$ cat config.mk
export PLATFORM = sky130hd
export DESIGN_NAME = sia_top
export DESIGN_NICKNAME = d
export VERILOG_FILES = /design/src/logic/sia_stat_reg.v /design/src/logic/sia_top.v
export VERILOG_INCLUDE_DIRS = /design/src /design/src/logic
export SDC_FILE = /design/constraint.sdc
export NUM_CORES = 1
export LEC_CHECK = 0
export BUFFER_PORTS_ARGS = -buffer_cell sky130_fd_sc_hd__buf_2
export CAP_MARGIN = 20
export CORE_ASPECT_RATIO = 0.7
export CORE_UTILIZATION = 35
export DETAILED_ROUTE_END_ITERATION = 10
export GPL_TIMING_DRIVEN = 0
export SETUP_SLACK_MARGIN = 0.02
export SLEW_MARGIN = 20
export SYNTH_ARGS = -nofsm -noshare
export SYNTH_HDL_FRONTEND = slang
export SYNTH_HIERARCHICAL = 1
export SYNTH_SLANG_ARGS = --single-unit
$ cat constraint.sdc
create_clock -name clk -period 2.2 [get_ports clk]
set_input_delay 0.22 -clock clk [delete_from_list [all_inputs] [get_ports clk]]
set_output_delay 0.22 -clock clk [all_outputs]
set_load 0.03 [all_outputs]
$ cat src/logic/sia_map.vh
// Register map and field constants of the status and interrupt aggregator
`ifndef SIA_MAP_VH
`define SIA_MAP_VH

// ----------------------------------------
// Register offsets
// ----------------------------------------
`define SIA_OFS_MSTAT 8'h20
`define SIA_OFS_MMASK 8'h24
`define SIA_OFS_DSTAT 8'h28
`define SIA_OFS_DMASK 8'h2C
`define SIA_OFS_LSTAT 8'h30
`define SIA_OFS_LMASK 8'h34

// ----------------------------------------
// Master status bit positions
// ----------------------------------------
`define SIA_MB_RX_ALIGN 0
`define SIA_MB_TX_ALIGN 1
`define SIA_MB_TESTER 2
`define SIA_MB_SYS_ERR 3
`define SIA_MB_PAR_ERR 4
`define SIA_MB_LB_TMO 14
`define SIA_MB_LB_IRQ 15

// ----------------------------------------
// DMA status bit positions
// ----------------------------------------
`define SIA_DB_RX_CRC 2
`define SIA_DB_RX_ABORT 3
`define SIA_DB_RX_LEN 4
`define SIA_DB_RX_OVFL 5
`define SIA_DB_RX_FREE_RD 6
`define SIA_DB_RX_FREE_ERR 7
`define SIA_DB_RX_SB_RD 8
`define SIA_DB_RX_SB_ERR 9
`define SIA_DB_RX_DONE_WR 10
`define SIA_DB_RX_DONE_ERR 11
`define SIA_DB_TX_UDFL 12
`define SIA_DB_TX_PEND_RD 13
`define SIA_DB_TX_DONE_WR 14
`define SIA_DB_TX_DONE_ERR 15

// ----------------------------------------
// Reset values and implemented bits
// ----------------------------------------
`define SIA_RST_VAL 16'h0000
`define SIA_MSTAT_USED 16'hC01F
`define SIA_DSTAT_USED 16'hFFFC

`endif

$ cat src/logic/sia_stat_reg.v
// Clear-on-read status register with per-bit interrupt mask
`timescale 1ns/10ps
`include "sia_map.vh"

module sia_stat_reg #(
  parameter W = 16
) (
  input wire clk,
  input wire sys_rst,
  input wire [W-1:0] set_in,
  input wire rd_clr,
  input wire mask_we,
  input wire [W-1:0] mask_wdata,
  output reg [W-1:0] status_q,
  output reg [W-1:0] mask_q,
  output wire irq
);

  // ----------------------------------------
  // Status and mask storage
  // ----------------------------------------
  reg [W-1:0] status_d;

  // Read clears what was returned; a new event wins over the clear
  always @* begin
    status_d = status_q;
    if (rd_clr) begin
      status_d = {W{1'b0}};
    end
    status_d = status_d | set_in;
  end

  // Registers, all zero after reset
  always @(posedge clk) begin
    if (sys_rst) begin
      status_q <= `SIA_RST_VAL;
      mask_q <= `SIA_RST_VAL;
    end else begin
      status_q <= status_d;
      if (mask_we) begin
        mask_q <= mask_wdata;
      end
    end
  end

  // Mask gates only the request, never the status
  assign irq = |(status_q & mask_q);

endmodule // sia_stat_reg

$ cat src/logic/sia_top.v
// Status and interrupt aggregator: three event registers, masks, irq pins
//
// Function
// - Three status registers: master, loop detector and DMA; events set bits.
// - Reading a status register clears its set bits until events recur.
// - Every status bit can raise the host-bus interrupt pin.
// - In configuration mode the host interrupt is also driven on local pin.
// - Each status register has a mask register with one bit per status bit.
// - Status bits record events regardless of mask; mask gates interrupt only.
// - Per-port align irq enables gate port changes into summary bits.
// - Tester reports sync change, bit error, overflow; each maskable there.
// - Host-bus events are always recorded in master status; local-bus ones only outside configuration mode.
// - Bridge mode records local irq input and local ready timeouts.
// - Loop detector status: one bit per port on timeout or pattern found.
// - After timeout the port bit keeps re-setting until detector reset.
// - DMA status flags queue reads, done queue writes and queue errors.
// - DMA status flags FIFO over/underflow and receive CRC/abort/length.
// - Master status at 0020h, bits 0,1,2,3,4,14,15, reset zero.
// - Receive align summary sets when any enabled receive port changes alignment.
// - Transmit align summary sets when any enabled transmit port changes alignment.
// - Tester summary sets on unmasked sync change, bit error or counter overflow.
// - Master mask at 0024h mirrors status bits; one unmasks; resets zero.
// - Loop status at 0030h, its mask at 0034h, matching bit positions.
// - DMA status at 0028h with a companion mask register.
`timescale 1ns/10ps
`include "sia_map.vh"

module sia_top #(
  parameter PORTS = 16,
  parameter AW = 8
) (
  input wire clk,
  input wire sys_rst,
  // Register access port
  input wire [AW-1:0] reg_addr,
  input wire reg_rd,
  input wire reg_wr,
  input wire [15:0] reg_wdata,
  output reg [15:0] reg_rdata,
  output reg reg_rdack,
  // Mode: high selects local bus configuration mode
  input wire local_cfg_mode,
  // Port alignment change pulses and per-port enables
  input wire [PORTS-1:0] port_rx_align_change,
  input wire [PORTS-1:0] port_tx_align_change,
  input wire [PORTS-1:0] rx_align_irq_enable,
  input wire [PORTS-1:0] tx_align_irq_enable,
  // Tester events: sync change, bit error, counter overflow
  input wire tester_sync_change,
  input wire tester_bit_error,
  input wire tester_overflow,
  input wire [2:0] tester_event_mask,
  // Host bus error pulses
  input wire host_system_error,
  input wire host_parity_error,
  // Local bus ready timeout pulse (bridge mode)
  input wire local_bus_timeout_error,
  // Loop detector per port
  input wire [PORTS-1:0] port_loop_detect_event,
  input wire [PORTS-1:0] loop_search_timeout,
  // DMA and receive HDLC event pulses, positions as in the map
  input wire [15:0] dma_event,
  // Host interrupt, open drain
  output wire host_irq_n,
  output wire host_irq_oe_n,
  // Local interrupt pin, two-way
  input wire local_irq_in_n,
  output wire local_irq_out_n,
  output wire local_irq_oe_n
);

  // ----------------------------------------
  // Functions
  // ----------------------------------------

  // Address compare against a register offset
  function addr_hit;
    input [AW-1:0] a;
    input [7:0] ofs;
    begin
      addr_hit = (a == ofs[AW-1:0]);
    end
  endfunction

  // Widen a port vector to the 16-bit register width
  function [15:0] port_word;
    input [PORTS-1:0] v;
    integer i;
    begin
      port_word = 16'h0000;
      for (i = 0; i < PORTS && i < 16; i = i + 1) begin
        port_word[i] = v[i];
      end
    end
  endfunction

  // ----------------------------------------
  // Local interrupt input synchroniser
  // ----------------------------------------
  reg lirq_s1_q;
  reg lirq_s2_q;
  reg lirq_prev_q;
  wire lirq_fall;

  // Two stages before the pin is looked at
  always @(posedge clk) begin
    if (sys_rst) begin
      lirq_s1_q <= 1'b1;
      lirq_s2_q <= 1'b1;
      lirq_prev_q <= 1'b1;
    end else begin
      lirq_s1_q <= local_irq_in_n;
      lirq_s2_q <= lirq_s1_q;
      lirq_prev_q <= lirq_s2_q;
    end
  end

  // Assertion edge of the far-side interrupt
  assign lirq_fall = lirq_prev_q & ~lirq_s2_q;

  // ----------------------------------------
  // Address decode
  // ----------------------------------------
  wire hit_mstat;
  wire hit_mmask;
  wire hit_dstat;
  wire hit_dmask;
  wire hit_lstat;
  wire hit_lmask;

  assign hit_mstat = addr_hit(reg_addr, `SIA_OFS_MSTAT);
  assign hit_mmask = addr_hit(reg_addr, `SIA_OFS_MMASK);
  assign hit_dstat = addr_hit(reg_addr, `SIA_OFS_DSTAT);
  assign hit_dmask = addr_hit(reg_addr, `SIA_OFS_DMASK);
  // loop detector status and mask offsets
  assign hit_lstat = addr_hit(reg_addr, `SIA_OFS_LSTAT);
  assign hit_lmask = addr_hit(reg_addr, `SIA_OFS_LMASK);

  // ----------------------------------------
  // Master event sources
  // ----------------------------------------
  wire rx_align_any;
  wire tx_align_any;
  wire tester_any;
  reg [15:0] mstat_set;

  // enables gate each port into the summary
  assign rx_align_any = |(port_rx_align_change & rx_align_irq_enable);
  assign tx_align_any = |(port_tx_align_change & tx_align_irq_enable);

  // tester events, each with its own mask
  assign tester_any = |({tester_overflow, tester_bit_error, tester_sync_change}
                        & ~tester_event_mask);

  // Collect master set pulses into their bit positions
  always @* begin
    mstat_set = 16'h0000;
    mstat_set[`SIA_MB_RX_ALIGN] = rx_align_any;
    mstat_set[`SIA_MB_TX_ALIGN] = tx_align_any;
    mstat_set[`SIA_MB_TESTER] = tester_any;
    mstat_set[`SIA_MB_SYS_ERR] = host_system_error;
    mstat_set[`SIA_MB_PAR_ERR] = host_parity_error;
    mstat_set[`SIA_MB_LB_TMO] = local_bus_timeout_error & ~local_cfg_mode;
    mstat_set[`SIA_MB_LB_IRQ] = lirq_fall & ~local_cfg_mode;
  end

  // ----------------------------------------
  // Loop detector and DMA sources
  // ----------------------------------------
  wire [15:0] lstat_set;
  wire [15:0] dstat_set;

  // one bit per port; timeout level re-sets every cycle
  assign lstat_set = port_word(port_loop_detect_event | loop_search_timeout);

  // queue, FIFO and receive error events
  assign dstat_set = dma_event & `SIA_DSTAT_USED;

  // ----------------------------------------
  // Status registers with masks
  // ----------------------------------------
  wire [15:0] mstat_q;
  wire [15:0] mmask_q;
  wire [15:0] dstat_q;
  wire [15:0] dmask_q;
  wire [15:0] lstat_q;
  wire [15:0] lmask_q;
  wire m_irq;
  wire d_irq;
  wire l_irq;

  sia_stat_reg #(
    .W(16)
  ) u_mstat (
    .clk(clk),
    .sys_rst(sys_rst),
    .set_in(mstat_set),
    .rd_clr(reg_rd & hit_mstat),
    .mask_we(reg_wr & hit_mmask),
    .mask_wdata(reg_wdata & `SIA_MSTAT_USED),
    .status_q(mstat_q),
    .mask_q(mmask_q),
    .irq(m_irq)
  );

  sia_stat_reg #(
    .W(16)
  ) u_dstat (
    .clk(clk),
    .sys_rst(sys_rst),
    .set_in(dstat_set),
    .rd_clr(reg_rd & hit_dstat),
    .mask_we(reg_wr & hit_dmask),
    .mask_wdata(reg_wdata & `SIA_DSTAT_USED),
    .status_q(dstat_q),
    .mask_q(dmask_q),
    .irq(d_irq)
  );

  sia_stat_reg #(
    .W(16)
  ) u_lstat (
    .clk(clk),
    .sys_rst(sys_rst),
    .set_in(lstat_set),
    .rd_clr(reg_rd & hit_lstat),
    .mask_we(reg_wr & hit_lmask),
    .mask_wdata(reg_wdata & port_word({PORTS{1'b1}})),
    .status_q(lstat_q),
    .mask_q(lmask_q),
    .irq(l_irq)
  );

  // ----------------------------------------
  // Read data path
  // ----------------------------------------
  reg [15:0] rdata_d;

  // Select the addressed register; unmapped reads return zero
  always @* begin
    rdata_d = 16'h0000;
    if (hit_mstat) begin
      rdata_d = mstat_q;
    end else if (hit_mmask) begin
      rdata_d = mmask_q;
    end else if (hit_dstat) begin
      rdata_d = dstat_q;
    end else if (hit_dmask) begin
      rdata_d = dmask_q;
    end else if (hit_lstat) begin
      rdata_d = lstat_q;
    end else if (hit_lmask) begin
      rdata_d = lmask_q;
    end
  end

  // Data and acknowledge one cycle after the read strobe
  always @(posedge clk) begin
    if (sys_rst) begin
      reg_rdata <= 16'h0000;
      reg_rdack <= 1'b0;
    end else begin
      reg_rdack <= reg_rd;
      if (reg_rd) begin
        reg_rdata <= rdata_d;
      end
    end
  end

  // ----------------------------------------
  // Interrupt pins
  // ----------------------------------------
  reg irq_q;

  // any unmasked set bit holds the request
  always @(posedge clk) begin
    if (sys_rst) begin
      irq_q <= 1'b0;
    end else begin
      irq_q <= m_irq | d_irq | l_irq;
    end
  end

  // Open drain: pull low only while requesting
  assign host_irq_n = ~irq_q;
  assign host_irq_oe_n = ~irq_q;

  // local pin mirrors host request in configuration mode only
  assign local_irq_out_n = ~irq_q;
  assign local_irq_oe_n = ~(irq_q & local_cfg_mode);

endmodule // sia_top

==> results.sh, run 1 <==
export IMPL_ys_seq_area_share_pct=39.5
export IMPL_r2r_start="u_lstat/status_q[13]"
export IMPL_cts_buffers=17
export IMPL_hold_path_class="input port to register"
export IMPL_holdPathEnd="u_dstat/status_q[11]"
export IMPL_rsz0062_at_grt="false"
export IMPL_skew_ps=7.37
export IMPL_yosysUniqueCellTypes=35
export IMPL_layout_drive_gt1_share_pct=32.4
export IMPL_syn_to_final_growth_pct=30.3
export IMPL_floorplan_initialDensity_pct=36.1
export IMPL_reg2reg_depth=5
export IMPL_dr_pass1_iters=5
export IMPL_setup_tns_ps=0
export IMPL_h_tree_depth=4
export IMPL_cts_setup_buffers=0
export IMPL_drt_iter0_markers=469
export IMPL_cts_max_path_buffers=2
export IMPL_io_pins=172
export IMPL_cpLargestDelayFamily="simple AND/OR/NAND/NOR gates"
export IMPL_rrSetupSlack_ps=630
export IMPL_crit_slowest_cell="nor2_1"
export IMPL_routed_wl_um=19700
export IMPL_core_rowCount=39
export IMPL_peakVddDrop_mv=0.413
export IMPL_die_w_um=158
export IMPL_ys_seq_elements=117
export IMPL_grt_pass1_wl_um=30700
export IMPL_chipHeight_um=111
export IMPL_holdCritStartpoint="dma_event[11]"
export IMPL_clkTransAtPathRegs_ps=60
export IMPL_wire_per_inst_um=18.2
export IMPL_startpoint_type="input port"
export IMPL_track_usage_pct=23.3
export IMPL_cp_cell_sequence="buf_2 -> nor2_1 -> and3_1 -> buf_2 -> buf_4 -> and3_1 -> buf_6 -> buf_12 -> mux2i_1 -> nor2_1"
export IMPL_critPathMaxFanout=10
export IMPL_setup_viol=0
export IMPL_finalCriticalPeriod_ps=1990
export IMPL_slew_violations=0
export IMPL_p_leak_uw=0.00302
export IMPL_end_kind="register"
export IMPL_cp_required_ps=2490
export IMPL_synthCells=636
export IMPL_clock_sinks=117
export IMPL_max_freq_mhz=503
export IMPL_status="finished, final reports clean"
export IMPL_worst_slack_ps=211
export IMPL_rr_endpoint="irq_q"
export IMPL_max_cap_violations=0
export IMPL_postSynthAreaPerCell_um2=9.32
export IMPL_grt_max_degree=19
export IMPL_fillers=1635
export IMPL_antenna_found_initial=0
export IMPL_grt_pass1_vias=5567
export IMPL_cts_tree="done"
export IMPL_route_detailed_drc=0
export IMPL_clock_root_buffer="clkbuf_16"
export IMPL_antenna_left=0
export IMPL_final_hold_viol_count=0
export IMPL_vias_per_cell=5.36
export IMPL_path_class="input port to register"
export IMPL_hpwl_um=15200
export IMPL_gr_total_overflow=0
export IMPL_coreArea_mm2=0.0164
export IMPL_crit_arrival_ps=2280
export IMPL_num_vias=5791
export IMPL_dp_slack_ps=-300
export IMPL_clk_latency_ps=420
export IMPL_path_buf_inv=5
export IMPL_holdWs_ps=11.0
export IMPL_slowest_delay_ps=470
export IMPL_design_area_mm2=0.00773
export IMPL_antenna_cells=0
export IMPL_fin_crit_sh_pct=90.4
export IMPL_nets=996
export IMPL_hold_depth=3
export IMPL_worst_pin_slew_ps=738
export IMPL_place_area_mm2=0.00713
export IMPL_ys_warn_count=6
export IMPL_syn_cell_area_mm2=0.00593
export IMPL_dieArea_mm2=0.0175
export IMPL_p_per_area_mw_per_mm2=707
export IMPL_slew_headroom_pct=50.4
export IMPL_port_buffers=168
export IMPL_gp_congestion=0.832
-- synth_stat cells --
library cell	count	share of area, %
o221ai_1	1	0.15
nand4_1	5	0.53
a41oi_1	16	2.4
nor3b_1	1	0.13
nor4_4	1	0.36
nand2_1	19	1.2
and3_1	7	0.74
nand2b_1	2	0.21
nor4bb_1	16	2.7
o21a_1	16	2.0
a221oi_1	12	1.8
and4bb_2	1	0.21
mux2i_1	48	8.1
nor4b_2	1	0.25
clkbuf_1	19	1.2
nor3b_2	1	0.21
nor4b_4	2	0.80
buf_2	16	1.4
a21oi_1	64	5.4
buf_1	1	0.063
conb_1	1	0.063
nor3_1	1	0.084
a221oi_2	24	6.1
buf_12	3	1.0
a22o_1	36	5.3
nor2_1	98	6.2
buf_6	4	0.76
o211ai_1	32	4.1
inv_1	6	0.38
buf_4	11	1.4
nor2b_1	18	1.9
dfxtp_1	117	39
nand3_1	16	1.4
or2_2	19	2.0
and3b_1	1	0.15
-- power breakdown --
part           internal, µW  total (µW)  switching (µW)
sequential             2190        2270            75.4
combinational           212         461             249
clock                  1790        2740             943
total                  4200        5460            1270
-- worst max-delay path by stage --
stage                               to  cells after the start         from
floorplan           u_dstat/mask_q[10]                     10  reg_addr[4]
global placement    u_dstat/mask_q[13]                     11  reg_addr[4]
detailed placement   u_dstat/mask_q[6]                     11  reg_addr[4]
CTS                  u_dstat/mask_q[8]                     11  reg_addr[4]
global route         u_dstat/mask_q[7]                     10  reg_addr[1]
finish               u_dstat/mask_q[8]                     10  reg_addr[1]
-- cells in the final DEF (no fill, tap or decap), types with 17 or more instances in the layout --
| cell | netlist | final |
|---|---|---|
| buf_2 | 16 | 184 |
| clkbuf_16 | 0 | 17 |
| nor2_1 | 98 | 98 |
| nand2_1 | 19 | 19 |
| a221oi_2 | 24 | 24 |
| a22o_1 | 36 | 36 |
| dfxtp_1 | 117 | 117 |
| or2_2 | 19 | 19 |
| conb_1 | 1 | 22 |
| clkbuf_1 | 19 | 22 |
| nor2b_1 | 18 | 18 |
| a21oi_1 | 64 | 64 |
| mux2i_1 | 48 | 48 |
| o211ai_1 | 32 | 32 |
-- final cells by class --
class | instances | area [µm²] | area share (%)
multi-input combinational | 480 | 3310 | 42.9
sequential | 117 | 2340 | 30.3
timing repair buffer | 169 | 851 | 11.0
clock buffer | 25 | 505 | 6.54
buffer | 54 | 343 | 4.44
tap | 225 | 282 | 3.64
clock inverter | 4 | 70.1 | 0.907
inverter | 6 | 22.5 | 0.291
-- cells by family (layout without fill, tap and decap cells) --
family	Yosys count	after routing	synth area share [%]
flops	117	117	39.5
other cells	1	22	0.0632
simple gates	209	209	19.0
buf+inv	60	258	6.16
mux	48	48	8.10
compound gates	201	201	27.2
-- flip-flops by register name, summed over array words and instances (netlist names) --
name / cells
reg_rdata: 16
u_mstat/mask_q: 16
u_lstat/status_q: 16
u_mstat/status_q: 16
u_dstat/mask_q: 16
lirq_s2_q: 1
lirq_s1_q: 1
u_dstat/status_q: 16
u_lstat/mask_q: 16
reg_rdack: 1
lirq_prev_q: 1
irq_q: 1
-- tightest hold or removal path, cell delays in order --
cell	delay, ps
buf_2	80
a21oi_1	30
nor2_1	60
-- layer usage --
| metal | global-route usage [%] | up-vias | routed length (µm) |
|---|---|---|---|
| li1 | - | 2780 | - |
| met1 | 36.5 | 2765 | 10400 |
| met2 | 31.7 | 222 | 7730 |
| met3 | 3.83 | 24 | 1280 |
| met4 | 7.12 | 0 | 302 |
| met5 | 0 | - | 0 |
-- metrics by stage --
stage	instances	total power [µW]	utilization, %
finish	1080	5460	47.0
global route	1080	5640	47.0
CTS	1080	5480	46.9
detailed placement	1050	2760	43.4
global placement	1050	2750	43.4
floorplan	657	2510	-
-- repair_timing --
item                       CTS  global route
hold endpoints to repair     1             0
hold buffers                 1             0
resized for setup            0             1
setup endpoints to repair    0            10
(Power assumes the default switching activity.)
==> run 2, diff against run 1 <==
--- a/config.mk
+++ b/config.mk
@@ -10,8 +10,10 @@
 export CAP_MARGIN = 20
 export CORE_ASPECT_RATIO = 0.7
 export CORE_UTILIZATION = 35
+export CTS_BUF_LIST = sky130_fd_sc_hd__clkbuf_4 sky130_fd_sc_hd__clkbuf_8
 export DETAILED_ROUTE_END_ITERATION = 10
 export GPL_TIMING_DRIVEN = 0
+export PLACE_DENSITY = 0.62
 export SETUP_SLACK_MARGIN = 0.02
 export SLEW_MARGIN = 20
 export SYNTH_ARGS = -nofsm -noshare
==> run 2 against run 1 <==
Cell count increased by 1.8%. Hold slack improved by 21 ps. Clock skew rose by 6.5 ps. Largest power group unchanged. Count of clock-buffer cells in the layout fell by 5. Critical endpoint is now u_dstat/mask_q[11]. Register-to-register slack gained 40 ps. Clock power shrank 14%. Sequential power hardly changed. Die area is the same. Sequential share of layout area fell by 0.20 points. Via count up 0.97%. Highest routed layer unchanged.
==> results.sh, run 2 (synthesis gave the netlist of run 1 again) <==
export IMPL_setup_viol=0
export IMPL_utilization_pct=47.3
export IMPL_reg2reg_depth=5
export IMPL_antenna_left=0
export IMPL_track_usage_pct=23.3
export IMPL_drt_iter0_markers=475
export IMPL_crit_arrival_ps=2270
export IMPL_critPathMaxFanout=10
export IMPL_hold_path_class="input port to register"
export IMPL_dr_pass1_iters=7
export IMPL_io_pins=172
export IMPL_p_leak_uw=0.00303
export IMPL_skew_ps=13.9
export IMPL_path_class="input port to register"
export IMPL_layout_drive_gt1_share_pct=32.4
export IMPL_cp_startpoint="reg_addr[4]"
export IMPL_gp_congestion=0.869
export IMPL_dieArea_mm2=0.0175
export IMPL_final_hold_viol_count=0
export IMPL_holdCritStartpoint="reg_wdata[13]"
export IMPL_rrSetupSlack_ps=670
export IMPL_multiInputGateArea_mm2=0.00331
export IMPL_fillers=1610
export IMPL_routed_wl_um=19600
export IMPL_worst_path_most_repeated_cell="buf_2"
export IMPL_holdPathEnd="u_dstat/mask_q[13]"
export IMPL_cts_buffers=17
export IMPL_crit_slowest_cell="nor4b_4"
export IMPL_max_cap_violations=0
export IMPL_vias_per_cell=5.32
export IMPL_grt_pass1_vias=5728
export IMPL_status="finished, final reports clean"
export IMPL_nets=1011
export IMPL_r2r_start="u_lstat/status_q[13]"
export IMPL_coreArea_mm2=0.0164
export IMPL_seq_area_mm2=0.00234
export IMPL_grt_pass1_wl_um=30800
export IMPL_cp_required_ps=2520
export IMPL_p_total_uw=5110
export IMPL_wire_per_inst_um=17.8
export IMPL_cp_cell_sequence="buf_2 -> buf_2 -> nor4b_4 -> and3_1 -> buf_2 -> buf_4 -> and3_1 -> buf_6 -> buf_12 -> mux2i_1 -> nor2_1"
export IMPL_clk_latency_ps=450
export IMPL_route_detailed_drc=0
export IMPL_rr_endpoint="irq_q"
export IMPL_chipHeight_um=111
export IMPL_max_freq_mhz=514
export IMPL_gr_total_overflow=0
export IMPL_fin_crit_sh_pct=88.5
export IMPL_h_tree_depth=4
export IMPL_core_rowCount=39
export IMPL_rsz0062_at_grt="false"
export IMPL_peakVddDrop_mv=0.320
export IMPL_startpoint_type="input port"
export IMPL_slowest_delay_ps=390
export IMPL_grt_max_degree=19
export IMPL_clock_root_buffer="clkbuf_8"
export IMPL_cts_setup_buffers=0
export IMPL_hold_depth=3
export IMPL_slew_violations=0
export IMPL_num_vias=5847
export IMPL_layout_commonest_cell="buf_2"
export IMPL_worst_pin_slew_ps=743
export IMPL_finalCriticalPeriod_ps=1950
export IMPL_p_per_area_mw_per_mm2=657
export IMPL_die_w_um=158
export IMPL_cts_tree="done"
export IMPL_cts_max_path_buffers=2
export IMPL_antenna_found_initial=0
export IMPL_slew_headroom_pct=50.1
export IMPL_end_kind="register"
export IMPL_clock_sinks=117
export IMPL_floorplan_initialDensity_pct=36.1
export IMPL_syn_to_final_growth_pct=31.2
export IMPL_layout_common_cells="buf_2, dfxtp_1, nor2_1, a21oi_1, mux2i_1"
export IMPL_clkTransAtPathRegs_ps=70
export IMPL_port_buffers=168
export IMPL_hpwl_um=15100
run 2: cell type report:
cell class	count	area share [%]
multi-input combinational	480	42.6
timing repair buffer	184	12.9
antenna	1	0.0322
sequential	117	30.1
inverter	6	0.290
clock buffer	20	3.54
tap	225	3.62
buffer	54	4.41
clock inverter	12	2.57
run 2: worst max-delay path by stage:
| stage | cells past startpoint | slack, ps | end |
|---|---|---|---|
| after floorplan | 10 | 290 | u_dstat/mask_q[10] |
| after global routing | 8 | 160 | u_lstat/mask_q[14] |
| final | 11 | 250 | u_dstat/mask_q[11] |
| after global placement | 11 | -270 | u_dstat/mask_q[5] |
| after CTS | 11 | 170 | u_dstat/mask_q[11] |
| after detailed placement | 11 | -300 | u_dstat/mask_q[11] |
run 2: repair_timing:
item | CTS | global route
endpoints found under the setup margin | 0 | 2
resized for setup | 0 | 1
endpoints found under the hold margin | 16 | 0
hold buffers | 16 | 0
run 2: routing by layer:
metal / global-route usage, % / share of wire [%]
met1: 35.8 / 52
met2: 32.5 / 40
met3: 3.91 / 7.3
met4: 6.93 / 1.3
met5: 0 / 0
run 2: worst max-delay path: cells and delay by family:
family                 cells  cell delay (ps)
buffers and inverters      6              990
AND/OR/NAND/NOR            4              840
multiplexers               1              200
run 2: metrics by stage:
stage | instances | setup TNS (ps) | cell area [µm²] | hold WS [ps] | setup WS, ps
global route | 1098 | 0 | 7780 | 39.5 | 156
detailed placement | 1050 | -6990 | 7130 | 397 | -296
global placement | 1050 | -5980 | 7130 | 392 | -273
CTS | 1098 | 0 | 7770 | 14.9 | 168
floorplan | 657 | 0 | 6010 | 292 | 292
finish | 1099 | 0 | 7780 | 31.5 | 254
run 2: where the power goes:
group          leakage (µW)  total (µW)  internal, µW  switching [µW]
Clock              0.000231        2360          1440             927
Sequential         0.000960        2260          2180            74.5
Combinational       0.00184         484           229             254
==> run 3, diff against run 2 <==
--- a/config.mk
+++ b/config.mk
@@ -9,11 +9,11 @@
 export BUFFER_PORTS_ARGS = -buffer_cell sky130_fd_sc_hd__buf_2
 export CAP_MARGIN = 20
 export CORE_ASPECT_RATIO = 0.7
-export CORE_UTILIZATION = 35
+export CORE_UTILIZATION = 54
 export CTS_BUF_LIST = sky130_fd_sc_hd__clkbuf_4 sky130_fd_sc_hd__clkbuf_8
 export DETAILED_ROUTE_END_ITERATION = 10
 export GPL_TIMING_DRIVEN = 0
-export PLACE_DENSITY = 0.62
+export PLACE_DENSITY = 0.87
 export SETUP_SLACK_MARGIN = 0.02
 export SLEW_MARGIN = 20
 export SYNTH_ARGS = -nofsm -noshare
==> run 3 against run 2 <==
Cell area is 3.0% lower. Via count is 6.5% higher. Clock skew decreased by 2.2 ps. Critical endpoint is now u_dstat/mask_q[12]. Largest power group is now sequential cells.
==> results.sh, run 3 (synthesis gave the netlist of run 1 again) <==
export IMPL_route_detailed_drc=0
export IMPL_wire_per_inst_um=19.2
export IMPL_p_leak_uw=0.00296
export IMPL_h_tree_depth=4
export IMPL_grtUsageMet2_pct=52.5
export IMPL_max_cap_violations=0
export IMPL_gp_congestion=1.01
export IMPL_vias_per_cell=6.11
export IMPL_layout_drive_gt1_share_pct=32.5
export IMPL_design_area_mm2=0.00755
export IMPL_clkTransAtPathRegs_ps=70
export IMPL_cp_endpoint="u_dstat/mask_q[12]"
export IMPL_status="finished, final reports clean"
export IMPL_r2r_start="u_lstat/status_q[13]"
export IMPL_antenna_left=0
export IMPL_layout_commonest_cell="buf_2"
export IMPL_layout_common_cells="buf_2, dfxtp_1, nor2_1, a21oi_1, mux2i_1"
export IMPL_peakVddDrop_mv=0.437
export IMPL_clock_root_buffer="clkbuf_8"
export IMPL_dp_slack_ps=-217
export IMPL_worst_slack_ps=155
export IMPL_cp_required_ps=2530
export IMPL_reg2reg_depth=5
export IMPL_place_area_mm2=0.00704
export IMPL_cts_tree="done"
export IMPL_cts_buffers=17
export IMPL_fillers=761
export IMPL_p_per_area_mw_per_mm2=610
export IMPL_gr_total_overflow=0
export IMPL_rrSetupSlack_ps=640
export IMPL_end_kind="register"
export IMPL_io_pins=172
export IMPL_slew_violations=0
export IMPL_hold_path_class="input port to register"
export IMPL_core_rowCount=31
export IMPL_slew_headroom_pct=50.8
export IMPL_met3_usage_pct=8.65
export IMPL_coreArea_mm2=0.0105
export IMPL_hold_depth=3
export IMPL_antenna_found_initial=0
export IMPL_use_met1_pct=46.8
export IMPL_setup_viol=0
export IMPL_syn_to_final_growth_pct=27.2
export IMPL_rsz0062_at_grt="false"
export IMPL_drt_iter0_markers=668
export IMPL_chipHeight_um=89.7
export IMPL_track_usage_pct=34.9
export IMPL_grt_pass1_vias=5957
export IMPL_final_hold_viol_count=0
export IMPL_hpwl_um=14900
export IMPL_worst_pin_slew_ps=739
export IMPL_cts_setup_buffers=0
export IMPL_busiest_layer="met2"
export IMPL_cts_max_path_buffers=2
export IMPL_rr_endpoint="irq_q"
export IMPL_clock_sinks=117
export IMPL_path_class="input port to register"
export IMPL_critPathMaxFanout=10
export IMPL_routed_wl_um=19500
export IMPL_grt_max_degree=19
export IMPL_max_freq_mhz=489
export IMPL_fin_crit_sh_pct=93.0
export IMPL_floorplan_initialDensity_pct=56.4
export IMPL_port_buffers=168
export IMPL_grt_pass1_wl_um=30100
export IMPL_crit_arrival_ps=2380
export IMPL_nets=1009
export IMPL_cp_startpoint="reg_addr[4]"
export IMPL_dr_pass1_iters=5
export IMPL_dieArea_mm2=0.0114
export IMPL_num_vias=6227
export IMPL_die_w_um=127
export IMPL_antenna_cells=0
export IMPL_clk_latency_ps=450
export IMPL_finalCriticalPeriod_ps=2050
export IMPL_skew_ps=11.7
export IMPL_startpoint_type="input port"
run 3: cell types whose count changed in the layout (fill, tap and decap cells not counted), moves of 2 or more:
cell / change
clkinvlp_4: +3
clkinv_2: +3
dlygate4sd3_1: -2
bufinv_16: -4
run 3: area by class of cell:
cell class | instances | area [µm²] | share of cell area (%)
clock buffers | 19 | 262 | 3.47
clock inverters | 13 | 109 | 1.44
multi-input cells | 480 | 3300 | 43.8
flip-flops and latches | 117 | 2340 | 31.0
well taps | 148 | 185 | 2.45
plain buffers | 54 | 343 | 4.54
repair buffers | 182 | 981 | 13.0
inverters | 6 | 22.5 | 0.298
run 3: worst min path at each step:
stage	startpoint	end	slack [ps]
global route	dma_event[12]	u_dstat/status_q[12]	2
detailed placement	lirq_s1_q	lirq_s2_q	400
finish	dma_event[12]	u_dstat/status_q[12]	1
floorplan	sys_rst	reg_rdack	290
global placement	lirq_s1_q	lirq_s2_q	400
CTS	dma_event[14]	u_dstat/status_q[14]	1
run 3: repair_timing:
| item | 4_1_cts | 5_1_grt |
|---|---|---|
| endpoints found under the hold margin | 13 | 1 |
| resized for setup | 0 | 0 |
| endpoints found under the setup margin | 0 | 0 |
| hold buffers | 13 | 1 |
run 3: critical path: stages:
cell and delay, ps:
buf_2 100, buf_2 180, nor4b_2 420, and3_1 230, buf_2 210, buf_4 210, and3_1 190, buf_6 170
buf_12 170, mux2i_1 220, nor2_1 60
run 3: per-layer routing:
metal	up-vias	wire length [µm]
met5	-	0
met2	425	8420
met3	74	2120
met1	2916	8320
met4	0	683
li1	2812	-
run 3: stage by stage:
stage | hold slack, ps | power, µW | setup TNS (ps) | util (%) | cells
floorplan | 292 | 2510 | 0 | - | 657
global placement | 397 | 2730 | -2310 | 66.9 | 973
detailed placement | 400 | 2750 | -4510 | 66.9 | 973
CTS | 0.952 | 4590 | 0 | 71.7 | 1018
global route | 1.88 | 4760 | 0 | 71.8 | 1019
finish | 1.25 | 4600 | 0 | 71.8 | 1019
run 3: power by group:
part | switching [µW] | internal (µW)
clock | 918 | 939
combinational | 259 | 227
sequential | 72.7 | 2190
total | 1250 | 3350
